--- src/pst_pkg.sv ---
// Shared constants and carrier types for the status and telemetry bank
package pst_pkg;
  // ==========================================================
  // Command codes
  localparam logic [7:0] CMD_SUM_BYTE  = 8'h78;
  localparam logic [7:0] CMD_SUM_WORD  = 8'h79;
  localparam logic [7:0] CMD_VOUT_FLG  = 8'h7a;
  localparam logic [7:0] CMD_IOUT_FLG  = 8'h7b;
  localparam logic [7:0] CMD_IN_FLG    = 8'h7c;
  localparam logic [7:0] CMD_TEMP_FLG  = 8'h7d;
  localparam logic [7:0] CMD_CML_FLG   = 8'h7e;
  localparam logic [7:0] CMD_MFR_FLG   = 8'h80;
  localparam logic [7:0] CMD_VIN       = 8'h88;
  localparam logic [7:0] CMD_IIN       = 8'h89;
  localparam logic [7:0] CMD_VOUT      = 8'h8b;
  localparam logic [7:0] CMD_IOUT      = 8'h8c;
  localparam logic [7:0] CMD_TEMP      = 8'h8d;
  localparam logic [7:0] CMD_POUT      = 8'h96;
  localparam logic [7:0] CMD_PIN       = 8'h97;
  localparam logic [7:0] CMD_PROTO_REV = 8'h98;
  localparam logic [7:0] CMD_TAG_MAKER = 8'h99;
  localparam logic [7:0] CMD_TAG_MODEL = 8'h9a;
  localparam logic [7:0] CMD_TAG_REV   = 8'h9b;
  localparam logic [7:0] CMD_TAG_DATE  = 8'h9d;
  localparam logic [7:0] CMD_PART_ID   = 8'had;
  localparam logic [7:0] CMD_SI_REV    = 8'hae;
  // ==========================================================
  // Fixed values and supported-bit masks
  localparam logic [7:0]  PROTO_REV_VAL = 8'h33;
  localparam logic [47:0] PART_ID_VAL   = 48'h0000_1234_5678; // Arbitrary value
  localparam logic [15:0] SI_REV_VAL    = 16'h0001;           // Arbitrary value
  localparam logic [23:0] TAG_RST       = 24'h00_0000;
  localparam logic [7:0]  PHASE_ALL     = 8'hff;
  localparam logic [7:0]  VOUT_MASK     = 8'hbc;
  localparam logic [7:0]  IOUT_MASK     = 8'hb8;
  localparam logic [7:0]  IN_MASK       = 8'hdf;
  localparam logic [7:0]  TEMP_MASK     = 8'hc0;
  localparam logic [7:0]  CML_MASK      = 8'hf3;
  localparam logic [7:0]  MFR_MASK      = 8'hf8;
  localparam logic [7:0]  FLG_RST       = 8'h00;
  // ==========================================================
  // Flag bit positions
  localparam int VOUT_OVF_B = 7;
  localparam int IOUT_OCF_B = 7;
  localparam int IN_UVF_B   = 4;
  localparam int CML_IVC_B  = 7;
  localparam int CML_IVD_B  = 6;
  // Current path: quarter-amp mantissa, exponent -2, gain 128 = unity
  localparam logic [4:0]  IOUT_EXP  = 5'h1e;
  localparam int          GAIN_SH   = 7;
  localparam logic [15:0] MANT_MAX  = 16'h03ff;
  localparam logic [15:0] MANT_MIN  = 16'hfc00;
  // ==========================================================
  // Carriers
  typedef struct packed {
    logic        wr;
    logic [7:0]  code;
    logic [7:0]  page;
    logic [7:0]  phase;
    logic [47:0] wdata;
  } pst_req_t;
  typedef struct packed {
    logic [47:0] data;
    logic [2:0]  len;
    logic        err;
  } pst_rsp_t;
endpackage : pst_pkg

--- src/pst_bank.sv ---
// Status flag, telemetry and tracking register bank behind the command port
// What this block does
// Per-page summary byte: busy, off, vout OV, iout OC, vin UV, temp, cml, other
// Per-page summary word: byte plus vout, iout, input, maker, power-good groups
// Per-page vout flags: OV fault, UV warn, UV fault, limit reached, startup timeout
// Per-page iout flags: OC fault, OC warn, UC fault, sharing fault
// One unpaged input flag byte: OV, UV, too low, OC, overpower flags
// Per-page temperature flags: over-temperature fault and warning
// One unpaged comms flag byte: command, data, PEC, memory, comms, logic
// Per-page maker flags: reset, external, settling, phase error, stage fault
// Input voltage word read returns linear11 sensed value
// Input current word read returns linear11 sensed amperes
// Output voltage word read returns per-page unsigned linear16 value
// Output current read by page and phase: FFh total, else ordered phase
// Output current corrected by per-phase calibration gain and offset
// Temperature word read returns per-page linear11 degrees
// Output power read returns per-page linear11 watts
// Input power read returns linear11 watts
// Protocol revision byte read always returns fixed 33h
// Four three-byte tracking blocks, freely writable and readable
// Part identity block read returns fixed six bytes, not alterable
// Silicon revision two-byte read is fixed; writes refused as bad data
// Writing one clears a flag; a still-present condition keeps it set
`timescale 1ns/10ps
module pst_bank #(
  parameter int NUM_PAGES  = 2,
  parameter int NUM_PHASES = 7,
  parameter int PAGE_W     = 1
) (
  input  wire logic                                 clk,
  input  wire logic                                 rst_b,
  input  wire logic                                 req_valid,
  input  wire pst_pkg::pst_req_t                    req,
  output      logic                                 rsp_valid,
  output      pst_pkg::pst_rsp_t                    rsp,
  input  wire logic [NUM_PAGES-1:0]                 busy,
  input  wire logic [NUM_PAGES-1:0]                 output_off,
  input  wire logic [NUM_PAGES-1:0]                 power_good,
  input  wire logic [NUM_PAGES-1:0][7:0]            vout_cond,
  input  wire logic [NUM_PAGES-1:0][7:0]            iout_cond,
  input  wire logic [NUM_PAGES-1:0][7:0]            temp_cond,
  input  wire logic [NUM_PAGES-1:0][7:0]            mfr_cond,
  input  wire logic [7:0]                           input_cond,
  input  wire logic [7:0]                           cml_cond,
  input  wire logic [15:0]                          vin_word,
  input  wire logic [15:0]                          iin_word,
  input  wire logic [15:0]                          pin_word,
  input  wire logic [NUM_PAGES-1:0][15:0]           vout_word,
  input  wire logic [NUM_PAGES-1:0][15:0]           temp_word,
  input  wire logic [NUM_PAGES-1:0][15:0]           pout_word,
  input  wire logic [NUM_PHASES-1:0][11:0]          phase_raw,
  input  wire logic [NUM_PHASES-1:0][7:0]           phase_gain,
  input  wire logic [NUM_PHASES-1:0][11:0]          phase_offset,
  input  wire logic [NUM_PHASES-1:0][PAGE_W-1:0]    phase_page
);

  // ==========================================================
  // Flag and tracking-block storage
  logic [NUM_PAGES-1:0][7:0] vout_flags;
  logic [NUM_PAGES-1:0][7:0] iout_flags;
  logic [NUM_PAGES-1:0][7:0] temp_flags;
  logic [NUM_PAGES-1:0][7:0] mfr_flags;
  logic [7:0]                input_flags;
  logic [7:0]                cml_flags;
  logic [3:0][23:0]          tags;

  // Request decode shared by all processes
  logic       do_wr;
  logic       page_ok;
  logic [PAGE_W-1:0] pg;
  logic       paged;
  logic       known;
  logic       writable;
  logic [7:0] wb;
  logic [7:0] wh;
  assign do_wr   = req_valid && req.wr;
  assign pg      = req.page[PAGE_W-1:0];
  assign page_ok = int'(req.page) < NUM_PAGES;
  assign wb      = req.wdata[7:0];
  assign wh      = req.wdata[15:8];

  // Classify the command code
  always_comb begin
    known    = 1'b1;
    writable = 1'b0;
    paged    = 1'b0;
    unique case (req.code)
      pst_pkg::CMD_SUM_BYTE, pst_pkg::CMD_SUM_WORD, pst_pkg::CMD_VOUT_FLG,
      pst_pkg::CMD_IOUT_FLG, pst_pkg::CMD_TEMP_FLG, pst_pkg::CMD_MFR_FLG: begin
        writable = 1'b1;
        paged    = 1'b1;
      end
      pst_pkg::CMD_IN_FLG, pst_pkg::CMD_CML_FLG, pst_pkg::CMD_TAG_MAKER,
      pst_pkg::CMD_TAG_MODEL, pst_pkg::CMD_TAG_REV, pst_pkg::CMD_TAG_DATE: begin
        writable = 1'b1;
      end
      pst_pkg::CMD_VOUT, pst_pkg::CMD_IOUT, pst_pkg::CMD_TEMP, pst_pkg::CMD_POUT: begin
        paged = 1'b1;
      end
      pst_pkg::CMD_VIN, pst_pkg::CMD_IIN, pst_pkg::CMD_PIN, pst_pkg::CMD_PROTO_REV,
      pst_pkg::CMD_PART_ID, pst_pkg::CMD_SI_REV: begin
        paged = 1'b0;
      end
      default: known = 1'b0;
    endcase
  end

  // Bad data: write to a fixed register, or a page that does not exist
  logic bad_data;
  logic good;
  assign bad_data = known && ((req.wr && !writable) || (paged && !page_ok));
  assign good     = req_valid && known && !bad_data;

  // ==========================================================
  // Clear masks from host writes, one per page for paged flags, a single one each for input and comms
  logic [NUM_PAGES-1:0][7:0] clr_vout;
  logic [NUM_PAGES-1:0][7:0] clr_iout;
  logic [NUM_PAGES-1:0][7:0] clr_temp;
  logic [NUM_PAGES-1:0][7:0] clr_mfr;
  logic [7:0]                clr_in;
  logic [7:0]                clr_cml;
  always_comb begin
    clr_in  = '0;
    clr_cml = '0;
    for (int p = 0; p < NUM_PAGES; p++) begin
      clr_vout[p] = '0;
      clr_iout[p] = '0;
      clr_temp[p] = '0;
      clr_mfr[p]  = '0;
    end
    if (good && req.wr) begin
      unique case (req.code)
        pst_pkg::CMD_VOUT_FLG: clr_vout[pg] = wb;
        pst_pkg::CMD_IOUT_FLG: clr_iout[pg] = wb;
        pst_pkg::CMD_TEMP_FLG: clr_temp[pg] = wb;
        pst_pkg::CMD_MFR_FLG:  clr_mfr[pg]  = wb;
        pst_pkg::CMD_IN_FLG:   clr_in       = wb;
        pst_pkg::CMD_CML_FLG:  clr_cml      = wb;
        // Summary writes clear a whole group per bit written as one: byte bits 2, 1 (temp, cml), word high bits 7-4 (vout, iout, input, maker)
        pst_pkg::CMD_SUM_BYTE, pst_pkg::CMD_SUM_WORD: begin
          clr_temp[pg] = {8{wb[2]}};
          clr_cml      = {8{wb[1]}};
          if (req.code == pst_pkg::CMD_SUM_WORD) begin
            clr_vout[pg] = {8{wh[7]}};
            clr_iout[pg] = {8{wh[6]}};
            clr_in       = {8{wh[5]}};
            clr_mfr[pg]  = {8{wh[4]}};
          end
        end
        default: clr_in = '0;
      endcase
    end
  end

  // ==========================================================
  // Sticky paged flags; a set in the clearing cycle wins
  always_ff @(posedge clk or negedge rst_b) begin
    if (!rst_b) begin
      for (int p = 0; p < NUM_PAGES; p++) begin
        vout_flags[p] <= pst_pkg::FLG_RST;
        iout_flags[p] <= pst_pkg::FLG_RST;
        temp_flags[p] <= pst_pkg::FLG_RST;
        mfr_flags[p]  <= pst_pkg::FLG_RST;
      end
    end else begin
      for (int p = 0; p < NUM_PAGES; p++) begin
        vout_flags[p] <= (vout_flags[p] & ~clr_vout[p]) | (vout_cond[p] & pst_pkg::VOUT_MASK);
        iout_flags[p] <= (iout_flags[p] & ~clr_iout[p]) | (iout_cond[p] & pst_pkg::IOUT_MASK);
        temp_flags[p] <= (temp_flags[p] & ~clr_temp[p]) | (temp_cond[p] & pst_pkg::TEMP_MASK);
        mfr_flags[p]  <= (mfr_flags[p] & ~clr_mfr[p]) | (mfr_cond[p] & pst_pkg::MFR_MASK);
      end
    end
  end

  // Unpaged flags; the command path itself raises bad command and bad data
  logic [7:0] cml_evt;
  always_comb begin
    cml_evt = cml_cond & pst_pkg::CML_MASK;
    cml_evt[pst_pkg::CML_IVC_B] = cml_cond[pst_pkg::CML_IVC_B] || (req_valid && !known);
    cml_evt[pst_pkg::CML_IVD_B] = cml_cond[pst_pkg::CML_IVD_B] || (req_valid && bad_data);
  end

  always_ff @(posedge clk or negedge rst_b) begin
    if (!rst_b) begin
      input_flags <= pst_pkg::FLG_RST;
      cml_flags   <= pst_pkg::FLG_RST;
    end else begin
      input_flags <= (input_flags & ~clr_in) | (input_cond & pst_pkg::IN_MASK);
      cml_flags   <= (cml_flags & ~clr_cml) | cml_evt;
    end
  end

  // ==========================================================
  // Tracking blocks; held in place of the nonvolatile copy
  logic [1:0] tag_sel;
  always_comb begin
    unique case (req.code)
      pst_pkg::CMD_TAG_MODEL: tag_sel = 2'd1;
      pst_pkg::CMD_TAG_REV:   tag_sel = 2'd2;
      pst_pkg::CMD_TAG_DATE:  tag_sel = 2'd3;
      default:                tag_sel = 2'd0;
    endcase
  end

  logic tag_cmd;
  assign tag_cmd = (req.code == pst_pkg::CMD_TAG_MAKER) || (req.code == pst_pkg::CMD_TAG_MODEL) ||
                   (req.code == pst_pkg::CMD_TAG_REV) || (req.code == pst_pkg::CMD_TAG_DATE);

  always_ff @(posedge clk or negedge rst_b) begin
    if (!rst_b) begin
      for (int t = 0; t < 4; t++) begin
        tags[t] <= pst_pkg::TAG_RST;
      end
    end else if (good && req.wr && tag_cmd) begin
      tags[tag_sel] <= req.wdata[23:0];
    end
  end

  // ==========================================================
  // Calibrated phase currents and the ordered or total pick
  logic signed [15:0] iout_sum;
  logic signed [15:0] iout_pick;
  logic signed [15:0] ph_cal;
  logic signed [20:0] ph_prod;
  logic [7:0]         order;
  logic               found;
  logic [15:0]        iout_word;
  always_comb begin
    iout_sum  = '0;
    iout_pick = '0;
    order     = '0;
    found     = 1'b0;
    ph_cal    = '0;
    ph_prod   = '0;
    for (int i = 0; i < NUM_PHASES; i++) begin
      ph_prod = $signed(phase_raw[i]) * $signed({1'b0, phase_gain[i]});
      ph_cal  = 16'(ph_prod >>> pst_pkg::GAIN_SH) + 16'($signed(phase_offset[i]));
      if (phase_page[i] == pg) begin
        iout_sum = iout_sum + ph_cal;
        if (order == req.phase) begin
          iout_pick = ph_cal;
          found     = 1'b1;
        end
        order = order + 8'd1;
      end
    end
    if (req.phase == pst_pkg::PHASE_ALL) begin
      iout_pick = iout_sum;
      found     = 1'b1;
    end
    // Clamp to the 11-bit mantissa rather than let it wrap in sign
    if (iout_pick > $signed(pst_pkg::MANT_MAX)) begin
      iout_pick = $signed(pst_pkg::MANT_MAX);
    end else if (iout_pick < $signed(pst_pkg::MANT_MIN)) begin
      iout_pick = $signed(pst_pkg::MANT_MIN);
    end
    iout_word = {pst_pkg::IOUT_EXP, iout_pick[10:0]};
  end

  // ==========================================================
  // Summary byte and word for the addressed page
  logic [7:0]  sum_byte;
  logic [15:0] sum_word;
  always_comb begin
    sum_byte = {busy[pg], output_off[pg],
                vout_flags[pg][pst_pkg::VOUT_OVF_B],
                iout_flags[pg][pst_pkg::IOUT_OCF_B],
                input_flags[pst_pkg::IN_UVF_B],
                |temp_flags[pg], |cml_flags, |mfr_flags[pg]};
    sum_word = {|vout_flags[pg], |iout_flags[pg], |input_flags, |mfr_flags[pg],
                ~power_good[pg], 3'b000, sum_byte};
  end

  // ==========================================================
  // Read data selection
  pst_pkg::pst_rsp_t next_rsp;
  always_comb begin
    next_rsp      = '0;
    next_rsp.err  = !known || bad_data;
    if (!next_rsp.err && !req.wr) begin
      unique case (req.code)
        pst_pkg::CMD_SUM_BYTE: next_rsp.data[7:0]  = sum_byte;
        pst_pkg::CMD_SUM_WORD: next_rsp.data[15:0] = sum_word;
        pst_pkg::CMD_VOUT_FLG: next_rsp.data[7:0]  = vout_flags[pg];
        pst_pkg::CMD_IOUT_FLG: next_rsp.data[7:0]  = iout_flags[pg];
        pst_pkg::CMD_IN_FLG:   next_rsp.data[7:0]  = input_flags;
        pst_pkg::CMD_TEMP_FLG: next_rsp.data[7:0]  = temp_flags[pg];
        pst_pkg::CMD_CML_FLG:  next_rsp.data[7:0]  = cml_flags;
        pst_pkg::CMD_MFR_FLG:  next_rsp.data[7:0]  = mfr_flags[pg];
        pst_pkg::CMD_VIN:      next_rsp.data[15:0] = vin_word;
        pst_pkg::CMD_IIN:      next_rsp.data[15:0] = iin_word;
        pst_pkg::CMD_VOUT:     next_rsp.data[15:0] = vout_word[pg];
        pst_pkg::CMD_IOUT:     next_rsp.data[15:0] = found ? iout_word : 16'h0000;
        pst_pkg::CMD_TEMP:     next_rsp.data[15:0] = temp_word[pg];
        pst_pkg::CMD_POUT:     next_rsp.data[15:0] = pout_word[pg];
        pst_pkg::CMD_PIN:      next_rsp.data[15:0] = pin_word;
        pst_pkg::CMD_PROTO_REV: next_rsp.data[7:0] = pst_pkg::PROTO_REV_VAL;
        pst_pkg::CMD_PART_ID:  next_rsp.data       = pst_pkg::PART_ID_VAL;
        pst_pkg::CMD_SI_REV:   next_rsp.data[15:0] = pst_pkg::SI_REV_VAL;
        default:               next_rsp.data[23:0] = tags[tag_sel];
      endcase
      // Phase index past the page's phases answers with an error, without raising the bad data flag
      if (req.code == pst_pkg::CMD_IOUT && !found) begin
        next_rsp.err = 1'b1;
      end
    end
    unique case (req.code)
      pst_pkg::CMD_SUM_BYTE, pst_pkg::CMD_VOUT_FLG, pst_pkg::CMD_IOUT_FLG,
      pst_pkg::CMD_IN_FLG, pst_pkg::CMD_TEMP_FLG, pst_pkg::CMD_CML_FLG,
      pst_pkg::CMD_MFR_FLG, pst_pkg::CMD_PROTO_REV: next_rsp.len = 3'd1;
      pst_pkg::CMD_TAG_MAKER, pst_pkg::CMD_TAG_MODEL, pst_pkg::CMD_TAG_REV,
      pst_pkg::CMD_TAG_DATE: next_rsp.len = 3'd3;
      pst_pkg::CMD_PART_ID:  next_rsp.len = 3'd6;
      default:               next_rsp.len = known ? 3'd2 : 3'd0;
    endcase
  end

  // One response per request, one cycle later
  always_ff @(posedge clk or negedge rst_b) begin
    if (!rst_b) begin
      rsp_valid <= 1'b0;
      rsp       <= '0;
    end else begin
      rsp_valid <= req_valid;
      if (req_valid) begin
        rsp <= next_rsp;
      end
    end
  end

  // ==========================================================
  // Checks
  // Summary must agree with the page 0 overvoltage flag when page 0 is addressed
  logic sum_word_hold;
  assign sum_word_hold = (pg != '0) || sum_byte[5];
  rsp_timing_a: assert property (@(posedge clk) disable iff (!rst_b)
    req_valid |=> rsp_valid ##1 (rsp_valid == $past(req_valid)))
    else $error("response not one cycle after request");
  rev_fixed_a: assert property (@(posedge clk) disable iff (!rst_b)
    (req_valid && !req.wr && req.code == pst_pkg::CMD_PROTO_REV)
    |=> (rsp.data[7:0] == 8'h33) && (rsp.len == 3'd1) && !rsp.err)
    else $error("protocol revision read wrong");
  part_id_a: assert property (@(posedge clk) disable iff (!rst_b)
    (req_valid && !req.wr && req.code == pst_pkg::CMD_PART_ID)
    |=> (rsp.data == pst_pkg::PART_ID_VAL) && (rsp.len == 3'd6))
    else $error("part identity read wrong");
  si_rev_wr_a: assert property (@(posedge clk) disable iff (!rst_b)
    (req_valid && req.wr && req.code == pst_pkg::CMD_SI_REV)
    |=> rsp.err && cml_flags[pst_pkg::CML_IVD_B])
    else $error("silicon revision write not refused");
  vout_sticky_a: assert property (@(posedge clk) disable iff (!rst_b)
    vout_cond[0][pst_pkg::VOUT_OVF_B] |=> vout_flags[0][pst_pkg::VOUT_OVF_B] [*1]
    ##0 sum_word_hold)
    else $error("overvoltage flag lost while condition present");
  input_hold_a: assert property (@(posedge clk) disable iff (!rst_b)
    ($rose(input_flags[0]) && !clr_in[0])
    |=> input_flags[0])
    else $error("input flag dropped without clear");
  bad_cmd_a: assert property (@(posedge clk) disable iff (!rst_b)
    (req_valid && !known) |=> cml_flags[pst_pkg::CML_IVC_B] && rsp.err)
    else $error("unknown command not flagged");
  tag_store_a: assert property (@(posedge clk) disable iff (!rst_b)
    (req_valid && req.wr && req.code == pst_pkg::CMD_TAG_DATE)
    |=> tags[3] == $past(req.wdata[23:0]))
    else $error("date tag not stored");
  clear_a: assert property (@(posedge clk) disable iff (!rst_b)
    (req_valid && req.wr && req.code == pst_pkg::CMD_TEMP_FLG && req.page == 8'h00
     && req.wdata[7] && !temp_cond[0][7]) |=> !temp_flags[0][7])
    else $error("temperature fault flag not cleared");

endmodule : pst_bank

--- config.mk ---
export PLATFORM = sky130hd
export DESIGN_NAME = pst_bank
export DESIGN_NICKNAME = d
export VERILOG_FILES = /design/src/pst_pkg.sv /design/src/pst_bank.sv
export SDC_FILE = /design/constraint.sdc
export NUM_CORES = 2
export LEC_CHECK = 0
export BUFFER_PORTS_ARGS = -buffer_cell sky130_fd_sc_hd__buf_2
export CAP_MARGIN = 20
export CORE_UTILIZATION = 39
export DETAILED_ROUTE_END_ITERATION = 7
export PLACE_DENSITY = 0.57
export SYNTH_ARGS = -nofsm -noshare
export SYNTH_HDL_FRONTEND = slang
export SYNTH_SLANG_ARGS = --single-unit
--- constraint.sdc ---
create_clock -name clk -period 1.6 [get_ports clk]
set_input_delay 0.16 -clock clk [delete_from_list [all_inputs] [get_ports clk]]
set_output_delay 0.16 -clock clk [all_outputs]
set_load 0.005 [all_outputs]
[Word-level counts from Yosys, hierarchy flattened]
Index checks and enable logic that the tools add are counted.
Word-level totals
  register bits after elaboration: 229
  word-level logic and storage cells: 266
  output and inout bits: 53
Operators by class
  muxes and demuxes: 102
  reduce and logical (&&, ||, !) cells: 42
  add/subtract/negate cells: 18
  multipliers: 7
  equal/unequal tests: 36
  $lt $le $gt $ge: 7
  bitwise gates (word level): 36
Operators by type and width (number)
  $mux W16: 36
  $mul A12 B9 Y21: 7
  $mux W8: 17
  $pmux W8 S17: 1
  $eq A8 B8 Y1 const B: 16
  $pmux W16 S2: 4
  $add A14 B12 Y15: 7
  $add A16 B15 Y16: 6
  $bwmux W96: 1
  $and A16 B16 Y16: 5
  $and A8 B8 Y8: 10
  $not A8 Y8: 10
  $or A8 B8 Y8: 10
  $pmux W8 S10: 1
  $eq A8 B7 Y1 const B: 7
  $reduce_or A8 Y1: 7
  $bmux W24 S2: 1
  $demux W24 S2: 1
  $eq A8 B8 Y1: 6
  $mux W24: 2
  $pmux W8 S2: 3
  $add A8 B1 Y8 const B: 5
  $mux W29: 1
  $mux W1: 27
  26 further kinds: 57

[Logic depth before layout (Yosys ltp)]
  depth after elaboration: 23
  mapped depth: 74

[Least setup slack after synthesis]
No wires, ideal clock.
  path kind: in2reg
  start: input port phase_gain[8] (netlist name)
  end: register rsp[8] (netlist name)
  stages on the path: 70
  buffers on the path: 1
  setup time: 0.152 ns
  data arrival time: 13.554 ns
  setup slack: -12.106 ns
  path through: clkbuf_1 -> nand2_1 -> fa_1 -> inv_1 -> fa_1 -> ha_1 -> inv_1 -> fa_1 -> inv_1 -> ha_1 -> nand4bb_1 -> o21bai_1 -> a21o_1 -> a21oi_1 -> nor2b_1 -> o21a_1 -> o21a_1 -> o21a_1 -> (+34 left out) -> nor2_1 -> ha_1 -> o21ai_0 -> a21oi_1 -> or2_2 -> a31oi_1 -> xor2_1 -> o21ai_0 -> ha_1 -> a21o_1 -> a31oi_1 -> xnor2_1 -> nand2_1 -> xnor3_1 -> xnor3_1 -> a311oi_4 -> a2111oi_4 -> a41oi_1
Between the ends
  longest elaborated chain between the ends: 21
RTL lines
  start, declared: line pst_bank.sv:52  | input wire logic [NUM_PHASES-1:0][7:0] phase_gain,
  $mul A12 B9 Y21 *: line pst_bank.sv:236  | ph_prod = $signed(phase_raw[i]) * $signed({1'b0, phase_gain[i]});
  $add A14 B12 Y15 *: line pst_bank.sv:237  | ph_cal = 16'(ph_prod >>> pst_pkg::GAIN_SH) + 16'($signed(phase_offset[i]));
  $add A16 B15 Y16 / $mux W16 (equally long branches): line pst_bank.sv:239, pst_bank.sv:240
  $mux W16: line pst_bank.sv:238  | if (phase_page[i] == pg) begin
  $add A16 B15 Y16 / $mux W16 (equally long branches): line pst_bank.sv:239, pst_bank.sv:240
  $mux W16: line pst_bank.sv:238
  $add A16 B15 Y16 / $mux W16 (equally long branches): line pst_bank.sv:239, pst_bank.sv:240
  $mux W16: line pst_bank.sv:238
  (+5 left out)
  $mux W16: line pst_bank.sv:238
  $mux W16 *: line pst_bank.sv:247  | if (req.phase == pst_pkg::PHASE_ALL) begin
  $lt A16 B11 Y1: line pst_bank.sv:254  | end else if (iout_pick < $signed(pst_pkg::MANT_MIN)) begin
  $mux W11: line pst_bank.sv:254
  $mux W11 *: line pst_bank.sv:252  | if (iout_pick > $signed(pst_pkg::MANT_MAX)) begin
  $mux W16 *: line pst_bank.sv:293  | pst_pkg::CMD_IOUT: next_rsp.data[15:0] = found ? iout_word : 16'h0000;
  $pmux W8 S17 *: line pst_bank.sv:281  | unique case (req.code)
  $mux W29 *: line pst_bank.sv:280  | if (!next_rsp.err && !req.wr) begin
  end signal, assigned: line pst_bank.sv:326  | rsp <= next_rsp;
  end, declared: line pst_bank.sv:35  | output pst_pkg::pst_rsp_t rsp,
Mark *: on every way between the ends. The rest lies on a longest branch, timed or not.
A chain may end at the register's enable or synchronous reset.

[Worst setup path in the final report]
Ends and elaborated chain as after synthesis.

==> flow_summary.yaml <==
sta:
  timing.fmax_ghz: 0.0773
  min_period_over_period_pct: 808
  setup_viol: 202
  fin_skew_ns: 0.0225
  rsz0062_at_grt: "yes"
  max_slew_margin_pct: 49.6
  worst_hold_slack_ns: 0.0628
  tightest_slew_ns: 0.737
  drv_slew: 0
  fin_crit_ns: 12.93
  hold_viol_final: 0
  fin_ws_ns: -11.33
detailed_routing:
  drt_iter0_markers: 3244
  wl_per_cell_um: 18.5
  viasPerCell: 5.17
  postRouteWirelength_um: 168000
  vias: 46900
  final_antenna_net_count: 0
  drc: 1
  drt-pass1-iter-count: 8
synthesis:
  synth_area_leaders: "fa_1 (24%), ha_1 (12%), dfrtp_1 (11%), inv_1 (6.6%), and2_1 (5.4%)"
  syn_area_sq_um: 46300
  synth_top_area_cell: "fa_1"
  syn_inst: 5457
  syn_area_per_cell_sq_um: 8.49
  yosysSeqAreaShare_pct: 11.1
  async_flop_share_pct: 100
  ys.warnings.count: 0
  synth_ff_type: "dfrtp_1"
  yosysUniqueCellTypes: 107
  yosys_register_bits: 206
  yosysTopAreaCellShare_pct: 23.9
  synth_edf_count: 0
floorplan:
  design.die.area_sq_um: 120000
  num_rows: 126
  dieHeight_um: 347
  coreArea_sq_um: 118000
  start_util_pct: 39.3
  pin_count: 590
  die_width_um: 347
global_route:
  grt_use_total_pct: 27.4
  grt_max_degree: 135
  grt_pass1_wl_um: 263000
  grt_pass1_vias: 47600
  antenna_found_initial: 31
  overflow: 0
run:
  maxCapViolCount: 0
setup_path:
  crit_path_frequent_cell: "ha_1"
  critPathRequiredTime_ns: 2.05
  crit_path_end_kind: "flop"
  criticalPathCategory: "primary input to flop"
  arrival_ns: 13.38
  r2r-start: "vout_flags[12]$_DFF_PN0_"
  crit_path_start: "phase_gain[8]"
  critPathSlowestCell: "fa_1"
  cp_max_fo: 8
  cpPeakStageDelay_ns: 0.54
  cp-start-kind: "primary input"
finish:
  final_util_pct: 56.4
  final_cell_mix: "buf_4 (1555), inv_1 (810), fa_1 (551), buf_2 (494), nand2_1 (445)"
  fin_nets: 9055
  layout-drive-gt1-share_pct: 34.2
  final_cell_area_sq_um: 66500
  syn2layout_area_growth_pct: 43.6
  layout_commonest_cell: "buf_4"
clocking:
  numCtsBuffers: 23
  cts_tree: "yes"
  cts_root_buf: "clkbuf_16"
  insertion_delay_ns: 0.53
  clk_pin_slew_ns: 0.06
  htreeDepth: 1
  clockBufferDepth: 3
  cts.sinks: 206
status:
  violations: "DRC, setup timing"
  status: "finished, violations left"
placement:
  port_buffers: 508
  dp_hpwl_um: 142000
  placed_area_sq_um: 62500
  gp_congestion: 1.00
min_path:
  hp-class: "primary input to flop"
  holdCritStartpoint: "req[12]"
[worst paths after layout]
path	to	slack (ns)	cells after the start
setup / recovery	rsp[8]$_DFFE_PN0P_	-11.33	73
hold / removal	tags[84]$_DFFE_PN0P_	0.06	2
setup reg to reg	rsp[8]$_DFFE_PN0P_	-0.70	7
hold reg to reg	rsp[27]$_DFFE_PN0P_	0.47	1
max in group asynchronous	rsp[7]$_DFFE_PN0P_	0.72	3
min in group asynchronous	rsp_valid$_DFF_PN0_	0.15	2
[flip-flops by register name, indices dropped and copies added (netlist names)]
name	count
tags	96
rsp	29
iout_flags	16
mfr_flags	16
temp_flags	16
vout_flags	16
cml_flags	8
input_flags	8
rsp_valid	1
[layer usage]
layer / vias to the layer above / wire, um / track usage (%)
li1: 22500 / - / -
met1: 22800 / 75000 / 37.2
met2: 1335 / 77800 / 45.5
met3: 294 / 9320 / 3.34
met4: 36 / 5440 / 7.89
met5: - / 256 / 0
[layout make-up]
| cell class | count | area (sq um) |
|---|---|---|
| fill | 10900 | 51400 |
| clock inverter | 12 | 88.8 |
| sequential | 206 | 5150 |
| clock buffer | 30 | 642 |
| multi-input combinational | 4251 | 39200 |
| timing repair buffer | 2207 | 16400 |
| antenna | 12 | 30.0 |
| inverter | 818 | 3070 |
| tap | 1536 | 1920 |
[metrics by stage]
step                setup WS (ns)  setup TNS, ns  cells
floorplan                  -11.24        -323.05   5478
global placement           -11.88        -393.61   8851
detailed placement         -12.36        -398.71   8852
CTS                        -11.26        -244.46   9031
global route               -12.00        -273.87   9070
finish                     -11.33        -250.97   9072
[cell families after synthesis]
family | count (synthesis) | share of synthesized area (%)
XOR/XNOR | 266 | 5.12
multiplexers | 198 | 4.60
AO/OA/AOI/OAI | 1126 | 16.6
adder cells (fa/ha/maj) | 1011 | 36.3
other | 1 | 0.00810
buffers and inverters | 1021 | 8.52
AND/OR/NAND/NOR | 1628 | 17.7
flip-flops | 206 | 11.1
[critical path: cells and delay by family]
| kind | cells | cell delay (ns) |
|---|---|---|
| adders and majority gates | 12 | 4.14 |
| AOI/OAI and AO/OA | 26 | 3.99 |
| and+or+nand+nor | 19 | 3.03 |
| xor gates and xnor gates | 7 | 1.16 |
| buffers and inverters | 9 | 0.91 |
[cell usage after synthesis (14+ instances only)]
library cell,number
inv_1,815
fa_1,552
nand2_1,462
ha_1,459
and2_1,398
nor2_1,306
a21oi_1,251
dfrtp_1,206
o21ai_0,186
xnor2_1,186
clkbuf_1,156
mux2_2,113
o21a_1,111
nor3_1,107
mux2i_1,84
a21o_1,77
xor2_1,77
nand2b_1,65
a31oi_1,61
nand3_1,56
o22ai_1,54
a211oi_1,50
nor2b_1,45
nor4_1,33
or3_1,33
o21bai_1,30
nand4_1,28
and3_1,26
o221ai_1,26
buf_4,25
o211ai_1,24
a2111oi_0,22
o31ai_1,21
a221oi_1,19
a22oi_1,15
buf_1,15
o22a_1,14
[what timing repair did]
item | in CTS | in global routing
hold endpoints to repair | 244 | 0
hold buffers | 61 | 0
cloned | 14 | 3
buffers inserted | 72 | 43
pin swaps | 87 | 79
gates resized for setup | 211 | 145
setup endpoints to repair | 202 | 203
Power is left out: the tool's default activity adds up to more than one toggle a clock period on the data nets, which glitch-free logic cannot reach.
